**src/rtl/wake_watchdog_defs.svh**
```systemverilog
// offsets, field positions, reset values and timing counts of the status and timer bank
`ifndef WAKE_WATCHDOG_DEFS_SVH
`define WAKE_WATCHDOG_DEFS_SVH

`define PATTERN_DATA_OFFSET    8'h70
`define WATCHDOG_JABBER_OFFSET 8'h78
`define SECONDARY_STAT_OFFSET  8'h80
`define SECONDARY_EN_OFFSET    8'h84

`define PATTERN_WORDS          25

`define WJ_RELEASE_BIT         5
`define WJ_RXWD_OFF_BIT        4
`define WJ_JAB_TIME_BIT        2
`define WJ_JAB_IMM_BIT         1
`define WJ_JAB_OFF_BIT         0
`define WJ_WRITE_MASK          32'h0000_0037

`define ST_TX_EARLY_BIT        31
`define ST_RX_EARLY_BIT        30
`define ST_XCVR_BIT            29
`define ST_TX_DEFER_BIT        28
`define ST_PAUSE_BIT           26
`define ST_BUS_ERR_LSB         23
`define ST_NORMAL_SUM_BIT      16
`define ST_ABNORMAL_SUM_BIT    15
`define ST_XCVR_RESET          1'b1
`define ST_ABNORMAL_RESET      1'b1

`define CLK_MHZ                250
`define BIT_NS_100             10
`define BIT_NS_10              100
`define RELEASE_SHORT_BITS     24
`define RELEASE_LONG_BITS      48
`define RX_WATCHDOG_BYTES      2560
`define JABBER_BYTES           2560
`define JABBER_US_100          2600
`define JABBER_US_10           26000
`define REENABLE_US_100        42000
`define REENABLE_US_10         420000
`define BIT_CYCLES_100         ((`BIT_NS_100 * `CLK_MHZ) / 1000)
`define BIT_CYCLES_10          ((`BIT_NS_10 * `CLK_MHZ) / 1000)
`define US_CYCLES              `CLK_MHZ

`endif

```
**src/rtl/wake_watchdog_pkg.sv**
```systemverilog
// types shared by the status and timer bank
package wake_watchdog_pkg;
    typedef enum logic [2:0] {
        BUS_ERR_PARITY = 3'h0,
        BUS_ERR_MASTER = 3'h1,
        BUS_ERR_TARGET = 3'h2
    } bus_error_kind_e;
    typedef enum {JAB_IDLE, JAB_COUNT, JAB_BLOCKED} jabber_state_e;
endpackage : wake_watchdog_pkg

```
**src/rtl/wake_pattern_mem.sv**
```systemverilog
// wake-up pattern store, 25 words, registered read data
`timescale 1ns/1ns
module wake_pattern_mem (
    input  wire logic        clk_in,      // core clock
    input  wire logic        wr_in,       // write one word
    input  wire logic [4:0]  waddr_in,    // write index
    input  wire logic [31:0] wdata_in,    // write word
    input  wire logic [4:0]  raddr_in,    // read index
    output logic      [31:0] rdata_out    // registered read word
);
    logic [31:0] mem [0:24];

    always_ff @(posedge clk_in) begin
        if (wr_in) begin
            mem[waddr_in] <= wdata_in;
        end
    end

    always_ff @(posedge clk_in) begin
        rdata_out <= mem[raddr_in];
    end
endmodule : wake_pattern_mem

```
**src/rtl/wake_watchdog_status_csrs.sv**
```systemverilog
// control/status bank: wake pattern port, watchdog and jabber timers, secondary status
//
// What this block does
// - each record is four 32-bit mask words then one CRC16 plus offset word
// - the pattern offset field in each record is 8 bits wide
// - receive watchdog releases 24 or 48 bit-times after carrier drops
// - receive watchdog expires past 2560 bytes unless disabled
// - jabber cuts transmit after 2.6/26 ms, or 2560 byte-times when selected
// - after jabber, re-enable after 42/420 ms, or immediately when selected
// - jabber off bit removes jabber cut-off completely
// - rx early flag sets when enabled and first rx descriptor fills
// - early flags latch high and clear only on write of one
// - transceiver flag is OR of transceiver event bits 6..0, resets to one
// - tx deferred flag resets to zero and latches until cleared
// - pause flag sets on pause frame while pause function enabled
// - bus error kind: 000 parity, 001 master, 010 target; no event
// - bits 14..0 mirror the primary status register
// - bit 16 latches when any added normal event occurs
// - bit 15 latches when any added abnormal event occurs
`timescale 1ns/1ns
`include "wake_watchdog_defs.svh"
module wake_watchdog_status_csrs (
    input  wire logic                               CLK_IN,            // 250 MHz core clock
    input  wire logic                               RST_N_IN,          // sync reset, low
    input  wire logic [7:0]                         ADDR_IN,           // register byte address
    input  wire logic [31:0]                        WDATA_IN,          // write data
    input  wire logic                               WR_IN,             // write strobe
    input  wire logic                               RD_IN,             // read strobe
    output logic      [31:0]                        RDATA_OUT,         // read data, next cycle
    input  wire logic                               SPEED_100_IN,      // 1: 100 Mb/s line
    input  wire logic                               RX_CARRIER_IN,     // receive carrier sense
    input  wire logic                               RX_BYTE_IN,        // one received byte
    input  wire logic                               TX_ACTIVE_IN,      // transmitter sending
    output logic                                    RX_WATCHDOG_OUT,   // rx watchdog expired
    output logic                                    TX_BLOCKED_OUT,    // jabber holds tx off
    input  wire logic                               TX_TO_FIFO_IN,     // packet moved to tx fifo
    input  wire logic                               RX_FIRST_DESC_IN,  // first rx descriptor full
    input  wire logic                               TX_DEFERRED_IN,    // tx deferred event
    input  wire logic                               PAUSE_RX_IN,       // pause frame received
    input  wire logic                               PAUSE_ENABLE_IN,   // pause function on
    input  wire logic [6:0]                         XCVR_EVENTS_IN,    // transceiver event bits
    input  wire logic                               FATAL_BUS_ERR_IN,  // fatal bus error flag
    input  wire wake_watchdog_pkg::bus_error_kind_e BUS_ERR_KIND_IN,   // captured error kind
    input  wire logic [14:0]                        PRIMARY_STATUS_IN, // primary status bits
    input  wire logic                               ABNORMAL_EVENT_IN, // added abnormal event
    output logic [4:0]                              PATTERN_INDEX_OUT, // next pattern word
    output logic [31:0]                             PATTERN_WORD_OUT   // pattern word read
);
    import wake_watchdog_pkg::*;

    ////////////////////////////////////////////////////////////////////////////////////
    // bus decode
    logic        wr_pat, wr_wj, wr_st, wr_en, rd_pat;
    logic [31:0] wj_r;
    logic        tx_early_en_r, rx_early_en_r;
    logic        tx_early_r, rx_early_r, tx_defer_r, pause_r, xcvr_r;
    logic        normal_sum_r, abnormal_sum_r;
    logic [2:0]  bus_err_r;
    logic [4:0]  pat_idx_r, pat_idx_nxt;
    logic [31:0] pat_rdata;
    logic        rd_pat_r;
    logic [31:0] rdata_nxt;

    assign wr_pat = WR_IN && (ADDR_IN == `PATTERN_DATA_OFFSET);
    assign wr_wj  = WR_IN && (ADDR_IN == `WATCHDOG_JABBER_OFFSET);
    assign wr_st  = WR_IN && (ADDR_IN == `SECONDARY_STAT_OFFSET);
    assign wr_en  = WR_IN && (ADDR_IN == `SECONDARY_EN_OFFSET);
    assign rd_pat = RD_IN && (ADDR_IN == `PATTERN_DATA_OFFSET);

    ////////////////////////////////////////////////////////////////////////////////////
    // wake pattern port: one index walks all 25 words, reads and writes alike
    // record k occupies words 5k..5k+4: mask 31:0 .. 127:96, then crc16/offset word
    assign pat_idx_nxt = (pat_idx_r == 5'(`PATTERN_WORDS - 1)) ? 5'h0 : pat_idx_r + 5'h1;

    always_ff @(posedge CLK_IN) begin
        if (!RST_N_IN) begin
            pat_idx_r <= 5'h0;
        end else if (wr_pat || rd_pat) begin
            pat_idx_r <= pat_idx_nxt;
        end
    end

    wake_pattern_mem u_mem (
        .clk_in    (CLK_IN),
        .wr_in     (wr_pat),
        .waddr_in  (pat_idx_r),
        .wdata_in  (WDATA_IN),
        .raddr_in  (pat_idx_r),
        .rdata_out (pat_rdata)
    );

    assign PATTERN_INDEX_OUT = pat_idx_r;
    always_ff @(posedge CLK_IN) begin
        if (!RST_N_IN) begin
            PATTERN_WORD_OUT <= 32'h0;
            rd_pat_r         <= 1'b0;
        end else begin
            PATTERN_WORD_OUT <= pat_rdata;
            rd_pat_r         <= rd_pat;
        end
    end

    ////////////////////////////////////////////////////////////////////////////////////
    // control registers
    always_ff @(posedge CLK_IN) begin
        if (!RST_N_IN) begin
            wj_r <= 32'h0;
        end else if (wr_wj) begin
            wj_r <= WDATA_IN & `WJ_WRITE_MASK;
        end
    end

    always_ff @(posedge CLK_IN) begin
        if (!RST_N_IN) begin
            tx_early_en_r <= 1'b0;
            rx_early_en_r <= 1'b0;
        end else if (wr_en) begin
            tx_early_en_r <= WDATA_IN[`ST_TX_EARLY_BIT];
            rx_early_en_r <= WDATA_IN[`ST_RX_EARLY_BIT];
        end
    end

    ////////////////////////////////////////////////////////////////////////////////////
    // line-rate unit pulses: bit, byte and microsecond
    logic [4:0] bit_cnt_r;
    logic [2:0] byte_cnt_r;
    logic [7:0] us_cnt_r;
    logic       bit_tick, byte_tick, us_tick;
    logic [4:0] bit_len;

    assign bit_len   = SPEED_100_IN ? 5'(`BIT_CYCLES_100) : 5'(`BIT_CYCLES_10);
    assign bit_tick  = (bit_cnt_r == bit_len - 5'h1);
    assign byte_tick = bit_tick && (byte_cnt_r == 3'h7);
    assign us_tick   = (us_cnt_r == 8'(`US_CYCLES - 1));

    always_ff @(posedge CLK_IN) begin
        if (!RST_N_IN) begin
            bit_cnt_r  <= 5'h0;
            byte_cnt_r <= 3'h0;
        end else if (bit_tick) begin
            bit_cnt_r  <= 5'h0;
            byte_cnt_r <= byte_cnt_r + 3'h1;
        end else begin
            bit_cnt_r <= bit_cnt_r + 5'h1;
        end
    end

    always_ff @(posedge CLK_IN) begin
        if (!RST_N_IN) begin
            us_cnt_r <= 8'h0;
        end else begin
            us_cnt_r <= us_tick ? 8'h0 : us_cnt_r + 8'h1;
        end
    end

    ////////////////////////////////////////////////////////////////////////////////////
    // receive watchdog: counts bytes, holds until carrier has been gone long enough
    logic [11:0] rx_bytes_r;
    logic [5:0]  rx_release_r;
    logic [5:0]  release_bits;

    assign release_bits = wj_r[`WJ_RELEASE_BIT] ? 6'(`RELEASE_LONG_BITS)
                                                : 6'(`RELEASE_SHORT_BITS);

    always_ff @(posedge CLK_IN) begin
        if (!RST_N_IN || wj_r[`WJ_RXWD_OFF_BIT]) begin
            rx_bytes_r      <= 12'h0;
            RX_WATCHDOG_OUT <= 1'b0;
            rx_release_r    <= 6'h0;
        end else if (RX_CARRIER_IN) begin
            rx_release_r <= 6'h0;
            if (RX_BYTE_IN && !RX_WATCHDOG_OUT) begin
                rx_bytes_r <= rx_bytes_r + 12'h1;
                if (rx_bytes_r >= 12'(`RX_WATCHDOG_BYTES)) begin
                    RX_WATCHDOG_OUT <= 1'b1;
                end
            end
        end else begin
            rx_bytes_r <= 12'h0;
            if (RX_WATCHDOG_OUT && bit_tick) begin
                if (rx_release_r == release_bits - 6'h1) begin
                    RX_WATCHDOG_OUT <= 1'b0;
                    rx_release_r    <= 6'h0;
                end else begin
                    rx_release_r <= rx_release_r + 6'h1;
                end
            end
        end
    end

    ////////////////////////////////////////////////////////////////////////////////////
    // jabber timer; microsecond tick keeps the long counts narrow
    jabber_state_e jab_state_r;
    logic [18:0]   jab_cnt_r;
    logic [18:0]   jab_limit, reenable_limit;
    logic          jab_tick;

    assign jab_tick  = wj_r[`WJ_JAB_TIME_BIT] ? byte_tick : us_tick;
    assign jab_limit = wj_r[`WJ_JAB_TIME_BIT] ? 19'(`JABBER_BYTES)
                     : (SPEED_100_IN ? 19'(`JABBER_US_100) : 19'(`JABBER_US_10));
    assign reenable_limit = SPEED_100_IN ? 19'(`REENABLE_US_100) : 19'(`REENABLE_US_10);
    assign TX_BLOCKED_OUT = (jab_state_r == JAB_BLOCKED);

    always_ff @(posedge CLK_IN) begin
        if (!RST_N_IN || wj_r[`WJ_JAB_OFF_BIT]) begin
            jab_state_r <= JAB_IDLE;
            jab_cnt_r   <= 19'h0;
        end else begin
            unique case (jab_state_r)
                JAB_IDLE: begin
                    jab_cnt_r <= 19'h0;
                    if (TX_ACTIVE_IN) begin
                        jab_state_r <= JAB_COUNT;
                    end
                end
                JAB_COUNT: begin
                    if (!TX_ACTIVE_IN) begin
                        jab_state_r <= JAB_IDLE;
                    end else if (jab_cnt_r >= jab_limit) begin
                        // cut off for one cycle at least, even on immediate re-enable
                        jab_cnt_r   <= 19'h0;
                        jab_state_r <= JAB_BLOCKED;
                    end else if (jab_tick) begin
                        jab_cnt_r <= jab_cnt_r + 19'h1;
                    end
                end
                JAB_BLOCKED: begin
                    if (wj_r[`WJ_JAB_IMM_BIT] || jab_cnt_r >= reenable_limit) begin
                        jab_state_r <= JAB_IDLE;
                    end else if (us_tick) begin
                        jab_cnt_r <= jab_cnt_r + 19'h1;
                    end
                end
            endcase
        end
    end

    ////////////////////////////////////////////////////////////////////////////////////
    // secondary status flags: set wins over a same-cycle write-one clear
    logic tx_early_set, rx_early_set, xcvr_set, normal_set;

    assign tx_early_set = tx_early_en_r && TX_TO_FIFO_IN;
    assign rx_early_set = rx_early_en_r && RX_FIRST_DESC_IN;
    assign xcvr_set     = |XCVR_EVENTS_IN;
    assign normal_set   = tx_early_set || rx_early_set || xcvr_set
                       || TX_DEFERRED_IN || (PAUSE_RX_IN && PAUSE_ENABLE_IN);

    always_ff @(posedge CLK_IN) begin
        if (!RST_N_IN) begin
            tx_early_r <= 1'b0;
            rx_early_r <= 1'b0;
        end else begin
            tx_early_r <= tx_early_set
                       || (tx_early_r && !(wr_st && WDATA_IN[`ST_TX_EARLY_BIT]));
            rx_early_r <= rx_early_set
                       || (rx_early_r && !(wr_st && WDATA_IN[`ST_RX_EARLY_BIT]));
        end
    end

    always_ff @(posedge CLK_IN) begin
        if (!RST_N_IN) begin
            xcvr_r <= `ST_XCVR_RESET;
        end else begin
            xcvr_r <= xcvr_set || (xcvr_r && !(wr_st && WDATA_IN[`ST_XCVR_BIT]));
        end
    end

    always_ff @(posedge CLK_IN) begin
        if (!RST_N_IN) begin
            tx_defer_r <= 1'b0;
            pause_r    <= 1'b0;
        end else begin
            tx_defer_r <= TX_DEFERRED_IN
                       || (tx_defer_r && !(wr_st && WDATA_IN[`ST_TX_DEFER_BIT]));
            pause_r    <= (PAUSE_RX_IN && PAUSE_ENABLE_IN)
                       || (pause_r && !(wr_st && WDATA_IN[`ST_PAUSE_BIT]));
        end
    end

    always_ff @(posedge CLK_IN) begin
        if (!RST_N_IN) begin
            normal_sum_r   <= 1'b0;
            abnormal_sum_r <= `ST_ABNORMAL_RESET;
        end else begin
            normal_sum_r   <= normal_set
                           || (normal_sum_r && !(wr_st && WDATA_IN[`ST_NORMAL_SUM_BIT]));
            abnormal_sum_r <= ABNORMAL_EVENT_IN
                           || (abnormal_sum_r
                               && !(wr_st && WDATA_IN[`ST_ABNORMAL_SUM_BIT]));
        end
    end

    // error kind tracks the captured value only while the fatal flag stands
    always_ff @(posedge CLK_IN) begin
        if (!RST_N_IN) begin
            bus_err_r <= BUS_ERR_PARITY;
        end else if (FATAL_BUS_ERR_IN) begin
            bus_err_r <= BUS_ERR_KIND_IN;
        end
    end

    ////////////////////////////////////////////////////////////////////////////////////
    // read mux; unmapped addresses read zero
    always_comb begin
        rdata_nxt = 32'h0;
        unique case (ADDR_IN)
            `WATCHDOG_JABBER_OFFSET: rdata_nxt = wj_r;
            `SECONDARY_STAT_OFFSET: begin
                rdata_nxt[`ST_TX_EARLY_BIT]     = tx_early_r;
                rdata_nxt[`ST_RX_EARLY_BIT]     = rx_early_r;
                rdata_nxt[`ST_XCVR_BIT]         = xcvr_r;
                rdata_nxt[`ST_TX_DEFER_BIT]     = tx_defer_r;
                rdata_nxt[`ST_PAUSE_BIT]        = pause_r;
                rdata_nxt[`ST_BUS_ERR_LSB +: 3] = bus_err_r;
                rdata_nxt[`ST_NORMAL_SUM_BIT]   = normal_sum_r;
                rdata_nxt[`ST_ABNORMAL_SUM_BIT] = abnormal_sum_r;
                rdata_nxt[14:0]                 = PRIMARY_STATUS_IN;
            end
            `SECONDARY_EN_OFFSET: begin
                rdata_nxt[`ST_TX_EARLY_BIT] = tx_early_en_r;
                rdata_nxt[`ST_RX_EARLY_BIT] = rx_early_en_r;
            end
            default: rdata_nxt = 32'h0;
        endcase
    end

    // pattern reads come from the memory's registered port a cycle later
    logic [31:0] rdata_hold_r;
    always_ff @(posedge CLK_IN) begin
        if (!RST_N_IN) begin
            rdata_hold_r <= 32'h0;
        end else begin
            rdata_hold_r <= RD_IN ? rdata_nxt : 32'h0;
        end
    end
    assign RDATA_OUT = rd_pat_r ? pat_rdata : rdata_hold_r;

endmodule : wake_watchdog_status_csrs

```
**config.mk**
```make
export PLATFORM = sky130hd
export DESIGN_NAME = wake_watchdog_status_csrs
export DESIGN_NICKNAME = d
export VERILOG_FILES = /design/src/rtl/wake_watchdog_pkg.sv /design/src/rtl/wake_pattern_mem.sv /design/src/rtl/wake_watchdog_status_csrs.sv
export VERILOG_INCLUDE_DIRS = /design/src /design/src/rtl
export SDC_FILE = /design/constraint.sdc
export NUM_CORES = 1
export LEC_CHECK = 0
export ABC_AREA = 0
export BUFFER_PORTS_ARGS = -buffer_cell sky130_fd_sc_hd__buf_2
export CORE_AREA = 2 2 372 190
export CTS_BUF_LIST = sky130_fd_sc_hd__clkbuf_4 sky130_fd_sc_hd__clkbuf_8 sky130_fd_sc_hd__clkbuf_16
export CTS_CLUSTER_DIAMETER = 120
export DETAILED_ROUTE_END_ITERATION = 7
export DIE_AREA = 0 0 374 192
export GPL_TIMING_DRIVEN = 0
export HOLD_SLACK_MARGIN = 0.15
export MAX_ROUTING_LAYER = met4
export PLACE_DENSITY = 0.72
export SLEW_MARGIN = 10
export SYNTH_ARGS = -nofsm -noshare
export SYNTH_HDL_FRONTEND = slang
export SYNTH_SLANG_ARGS = --single-unit
export TNS_END_PERCENT = 50
```
**constraint.sdc**
```tcl
create_clock -name CLK_IN -period 5.4 [get_ports CLK_IN]
set_input_delay 0.27 -clock CLK_IN [delete_from_list [all_inputs] [get_ports CLK_IN]]
set_output_delay 0.27 -clock CLK_IN [all_outputs]
set_load 0.005 [all_outputs]
```
# After elaboration in Yosys (flattened, before gate mapping)
# Memory sizes are Yosys's and may differ from the RTL's. A register that Yosys moved wholly into a read port is not among the register bits.
# Index checks and enable logic that the tools add are counted.
[totals]
ff_bits = 166
out_inout_bits = 71
memories = 1
mem_bits_rw = 800
[memory_table]
columns = ["memory", "words", "word_bits", "read_ports", "rd_clocked_by_memory_dff", "wr", "line", "source"]
rows = [
  ["u_mem.mem", 25, 32, 1, 1, 1, "wake_pattern_mem.sv:11", "logic [31:0] mem [0:24];"],
]
[classes]
order_cmp = 3
mux = 29
n_addsub = 9
n_eq_ne = 21
bitwise = 2
n_reduce_logical = 62
[ops]
columns = ["op", "n"]
rows = [
  ["2-to-1 mux 32 bit", 5],
  ["2-to-1 mux 19 bit", 6],
  ["one-hot mux 32 bit (3 select lines)", 1],
  ["one-hot mux 19 bit (3 select lines)", 1],
  ["one-hot mux 17 bit (2 select lines)", 1],
  ["equality test 32 x 1 -> 1 bit (second input constant)", 1],
  ["equality test 32 x 2 -> 1 bit (second input constant)", 1],
  ["equality test 32 x 3 -> 1 bit (second input constant)", 1],
  ["logical NOT 32 bit", 1],
  ["2-to-1 mux 15 bit", 2],
  ["logical AND 1 bit", 25],
  ["equality test 8 bit (second input constant)", 3],
  ["adder 19 x 1 -> 19 bit (second input constant)", 1],
  ["greater-or-equal comparator 19 x 15 -> 1 bit", 1],
  ["greater-or-equal comparator 19 bit", 1],
  ["equality test 8 x 7 -> 1 bit (second input constant)", 2],
  ["logical OR 1 bit", 15],
  ["adder 12 x 1 -> 12 bit (second input constant)", 1],
  ["greater-or-equal comparator 12 bit (second input constant)", 1],
  ["2-to-1 mux 6 bit", 2],
  ["adder 5 x 1 -> 5 bit (second input constant)", 2],
  ["2-to-1 mux 5 bit", 2],
  ["!= test 2 bit (second input constant)", 5],
  ["logical NOT 1 bit", 9],
  ["other kinds (20)", 36],
]

# Depth between registers and ports, before layout
[depth]
word_depth = 9
ltp_mapped = 11
ltp_nobuf = 9

# Cells and area by module
# From an unflattened synthesis, not the netlist that was laid out.
[unflattened]
cells_unflattened = 1995
hier_area_um2 = 37493.5
[by_module_without_submodules]
columns = ["mod", "area_per_inst_um2", "cells_per_inst", "n_inst"]
rows = [
  ["wake_pattern_mem", 31222.4, 1339, 1],
  ["wake_watchdog_status_csrs", 6271.0, 656, 1],
]

# Worst setup path before layout
# Ideal clock, no wire load.
[synth_timing]
kind = "reg2reg"
from = "reg pat_idx_r[1], in the netlist PATTERN_INDEX_OUT[1]"
to = "mem u_mem.mem[8][0], enable pin"
setup_slack_ns = 1.144
t_arrival_ns = 3.795
stages_incl_launch_ff = 9
period_less_slack_ns = 4.256
setup_ns = 0.461
n_path_buf = 4
cell_sequence = "dfxtp_1 clkbuf_1 buf_1 buf_1 clkbuf_1 inv_1 ha_1 nand2_1 nor3_1"
[synth_lines]
columns = ["item", "line", "source"]
rows = [
  ["start: declaration", "wake_watchdog_status_csrs.sv:59", "logic [4:0] pat_idx_r, pat_idx_nxt;"],
  ["start signal: assignment", "wake_watchdog_status_csrs.sv:79", "pat_idx_r <= pat_idx_nxt;"],
  ["end: declaration", "wake_pattern_mem.sv:11", ""],
]
# Straight into the memory's write port.

# Worst setup path in the final report
[layout_timing]
from = "reg pat_idx_r[1], in the netlist PATTERN_INDEX_OUT[1]"
to = "mem u_mem.mem[8][0], enable pin"
# Straight into the memory's write port.

==> impl_results.rst <==
.. list-table::
   :header-rows: 1

   * - Metric
     - Value
   * - Number of buffers created by CTS
     - 83
   * - Combinational family with the most area after synthesis
     - multiplexers
   * - Share of layout cells above drive strength 1
     - 0.272
   * - Horizontal extent of the die
     - 374 um
   * - Number of sinks on the clock net
     - 968
   * - Portion of netlist area occupied by mux cells
     - 0.152
   * - Wire length of the first global-routing pass
     - 143000 um
   * - R2r setup slk
     - 0.21 ns
   * - Count of port buffers added during placement
     - 149
   * - Number of logic stages on the critical path including buffering
     - 10
   * - Post-synthesis xor/xnor area fraction
     - 0.00680
   * - Type of the worst min-delay path
     - in -> reg
   * - Maximum resistive drop on vdd
     - 0.000236 V
   * - Fin util
     - 0.641
   * - Delay of the slowest cell on the worst path
     - 0.79 ns
   * - Die Span Y
     - 192 um
   * - Family of cells with the greatest summed delay on the critical path
     - buffers and inverters
   * - Crit path buf inv count
     - 7
   * - Power Density
     - 333 nW/um^2
   * - Post-DP HPWL
     - 67600 um
   * - Wire length reported by the detailed router
     - 100000 um
   * - H-tree depth
     - 3
   * - Highest fanout seen on the critical path
     - 10
   * - Hold Vio Cnt, Final
     - 0
   * - Number of stages on the worst hold path
     - 5
   * - Iteration count of the initial detailed-routing pass
     - 5
   * - Dominant synthesized flop cell
     - sky130_fd_sc_hd__edfxtp_1
   * - Reg2Reg Depth
     - 10
   * - Cell accounting for the most synthesized area
     - sky130_fd_sc_hd__edfxtp_1
   * - Cell area after technology mapping
     - 37400 um^2
   * - Pin count of the biggest net entering global routing
     - 28
   * - RSZ-0062 raised after global routing
     - false
   * - Cell Rows
     - 68
   * - DRC
     - 0
   * - Final number of setup-violating endpoints
     - 0
   * - Adder and majority gate portion of the synthesized area
     - 0.0121
   * - Ranking of synthesized cells by area
     - sky130_fd_sc_hd__edfxtp_1, sky130_fd_sc_hd__mux4_2, sky130_fd_sc_hd__dfxtp_1
   * - Placed instance area
     - 40300 um^2
   * - Cell chain of the critical path
     - clkbuf_1 -> buf_1 -> buf_1 -> clkbuf_1 -> inv_1 -> ha_1 -> nand2_1 -> nor3_2 -> buf_4 -> buf_4
   * - Worst rel slew slack
     - 0.168
   * - Critical path arrival
     - 5.60 ns
   * - Overflow after GRT
     - 0
   * - CP Class
     - reg -> reg
   * - Worst setup path startpoint
     - PATTERN_INDEX_OUT[1]
   * - Timing endpoint of the critical path
     - u_mem.mem[8][0]
   * - Count leader, synth
     - sky130_fd_sc_hd__edfxtp_1
   * - Slowest CP cell
     - sky130_fd_sc_hd__buf_1
   * - Clock Path Buffers
     - 3
   * - Cts-stage hold buffer count
     - 74
   * - Post-route worst hold slack
     - 0.221 ns
   * - Outcome
     - completed
   * - Fill count
     - 4541
   * - Starting Density
     - 0.547
   * - Worst reg2reg path startpoint
     - PATTERN_INDEX_OUT[1]
   * - Gates resized, CTS repair
     - 0
   * - Critical path capture point type
     - flop
   * - Routed Antenna Nets
     - 0
   * - Transition time at the pin with the least slew margin
     - 1.24 ns
   * - Static leakage
     - 14.2 nW
   * - Number of maximum-capacitance violations
     - 0
   * - Total power consumption of the routed design
     - 14.6 mW
   * - Final instance area
     - 43800 um^2
   * - Clock latency of the later-clocked register in the worst-skew pair
     - 0.67 ns
   * - Post-layout nets
     - 2453
   * - Max Transition Viols Final
     - 0
   * - Weighted congestion reported at the end of routability-driven placement
     - 0.882
   * - Worst endpoint required time
     - 5.80 ns
   * - Maximum clock frequency
     - 0.193 GHz
   * - Average wire per standard cell
     - 30.2 um
   * - Via Count
     - 21200
   * - Crit Reg-Reg Endpoint
     - u_mem.mem[8][0]
   * - Final Skew
     - 0.0284 ns
   * - Number of ports placed on the die boundary
     - 151
   * - Top cell type's share of synthesized area
     - 0.643
   * - Cell types with the highest counts after synthesis
     - sky130_fd_sc_hd__edfxtp_1, sky130_fd_sc_hd__mux4_2, sky130_fd_sc_hd__dfxtp_1
   * - Setup repair bufs after CTS
     - 0
   * - Simple-gate share of the synthesized area
     - 0.0518
   * - All-layer global routing usage
     - 0.291
   * - Final period util
     - 0.962
   * - Number of flops mapped to enable cells by yosys
     - 800
   * - Flop and latch count out of synthesis
     - 968
   * - Average size of a mapped cell
     - 18.8 um^2
   * - Library cells used by synthesis
     - 66
   * - Ys async rst share
     - 0
   * - Crit path time final
     - 5.19 ns
   * - Via-to-Cell Ratio
     - 6.40
   * - Area growth syn-to-layout
     - 17.2%
   * - Proportion of synthesized chip area in sequential cells
     - 0.733
   * - Reg clk slew, reported paths
     - 0.07 ns
   * - Number of antenna violations at the first check in global routing
     - 1
   * - Clock tree from TritonCTS
     - built
   * - Type of element launching the critical path
     - flop
   * - Syn_nets
     - 2099
   * - Core Box Area
     - 68300 um^2
   * - Number of design-rule violations left by the first detailed-router iteration
     - 3418
   * - Full die area
     - 71800 um^2
   * - Vias in the first global route
     - 20500
   * - Warnings from Yosys
     - 0
   * - Share of the synthesized area in compound gates (AO/OA/AOI/OAI)
     - 0.0312
   * - Synthesized instance count
     - 1983
   * - CTS root buffer
     - sky130_fd_sc_hd__clkbuf_16
-- logic make-up (layout without fill, tap and decap cells) --
| kind of cell | count (synthesis) | in the layout |
|---|---|---|
| compound gates | 159 | 159 |
| xor+xnor | 29 | 29 |
| simple gates | 364 | 364 |
| flops | 968 | 968 |
| other cells | 0 | 1 |
| mux | 307 | 307 |
| buf+inv | 120 | 542 |
| fa+ha+maj | 36 | 36 |
-- worst min-delay path, stage by stage --
cell	delay (ns)
sky130_fd_sc_hd__buf_2	0.09
sky130_fd_sc_hd__nor2_1	0.04
sky130_fd_sc_hd__and3_1	0.19
sky130_fd_sc_hd__nand3_1	0.17
sky130_fd_sc_hd__nor2_1	0.07
-- where the power goes --
group | internal (mW) | switching, mW
Clock | 3.38 | 2.70
Sequential | 8.08 | 0.0118
Combinational | 0.154 | 0.258
-- sequential cells by signal, summed over array words and instances (netlist names), 5 cells and up --
name               flops
PATTERN_INDEX_OUT      5
u_mem.rdata_out       32
rx_release_r           6
bit_cnt_r              5
jab_cnt_r             19
us_cnt_r               8
rx_bytes_r            12
wj_r                   5
rdata_hold_r          25
u_mem.mem            800
PATTERN_WORD_OUT      32
-- worst min-delay path by stage --
stage	from	endpoint	slack (ns)
6_report	ADDR_IN[0]	rdata_hold_r[30]	0.22
3_5_place_dp	u_mem.rdata_out[19]	PATTERN_WORD_OUT[19]	0.44
4_1_cts	ADDR_IN[0]	rdata_hold_r[30]	0.18
2_1_floorplan	WDATA_IN[0]	u_mem.mem[0][0]	0.37
3_3_place_gp	u_mem.rdata_out[8]	PATTERN_WORD_OUT[8]	0.44
5_1_grt	ADDR_IN[1]	rdata_hold_r[30]	0.23
-- cell type report --
type                            instances  area [um^2]  area share
Antenna cell                            1         2.50   0.0000571
Buffer                                 99          422     0.00963
Clock buffer                          111         2390      0.0547
Clock inverter                         42          359     0.00820
Inverter                               21         78.8     0.00180
Multi-Input combinational cell        895         9640       0.220
Sequential cell                       968        27400       0.625
Tap cell                              910         1140      0.0260
Timing Repair Buffer                  269         2360      0.0540
-- metrics by stage --
stage | std cells | setup WS (ns) | setup TNS (ns)
after global placement | 3042 | -2.61 | -827.67
after detailed placement | 3088 | 0.511 | 0
after floorplan | 1983 | 1.14 | 0
after global routing | 3315 | 0.238 | 0
final | 3316 | 0.206 | 0
after CTS | 3315 | 0.427 | 0
-- cells in the final DEF, fill, tap and decap left out, types with 12 or more instances in the layout --
cell type	netlist	layout
sky130_fd_sc_hd__nor2b_1	21	21
sky130_fd_sc_hd__buf_2	25	174
sky130_fd_sc_hd__xor2_1	20	20
sky130_fd_sc_hd__mux4_2	203	203
sky130_fd_sc_hd__clkbuf_1	59	59
sky130_fd_sc_hd__buf_16	0	21
sky130_fd_sc_hd__clkbuf_16	0	87
sky130_fd_sc_hd__nor2_4	0	20
sky130_fd_sc_hd__clkbuf_4	0	18
sky130_fd_sc_hd__clkinv_2	0	16
sky130_fd_sc_hd__o221ai_1	12	12
sky130_fd_sc_hd__a211oi_1	12	12
sky130_fd_sc_hd__nand3_1	25	25
sky130_fd_sc_hd__dfxtp_1	168	168
sky130_fd_sc_hd__o22ai_1	15	15
sky130_fd_sc_hd__or3_1	19	19
sky130_fd_sc_hd__clkinv_1	0	12
sky130_fd_sc_hd__a22oi_1	25	25
sky130_fd_sc_hd__nand4_1	17	17
sky130_fd_sc_hd__and2_1	63	63
sky130_fd_sc_hd__buf_1	12	12
sky130_fd_sc_hd__a21oi_1	20	20
sky130_fd_sc_hd__dlygate4sd3_1	0	74
sky130_fd_sc_hd__mux2i_1	63	63
sky130_fd_sc_hd__edfxtp_1	800	800
sky130_fd_sc_hd__inv_1	21	21
sky130_fd_sc_hd__o21ai_0	23	23
sky130_fd_sc_hd__nor2_1	78	58
sky130_fd_sc_hd__ha_1	36	36
sky130_fd_sc_hd__buf_4	1	17
sky130_fd_sc_hd__mux2_2	41	41
sky130_fd_sc_hd__nand2_1	73	73
-- per-layer routing --
layer | wire length (um) | global-route usage | up-vias | share of wire
met5 | 0 | - | - | 0
met1 | 42500 | 0.434 | 11000 | 0.42
met3 | 12300 | 0.0754 | 171 | 0.12
met2 | 42800 | 0.400 | 1397 | 0.43
met4 | 2500 | 0.0732 | 0 | 0.025
li1 | - | - | 8690 | -
No activity file was read; power rests on OpenSTA's default activity.
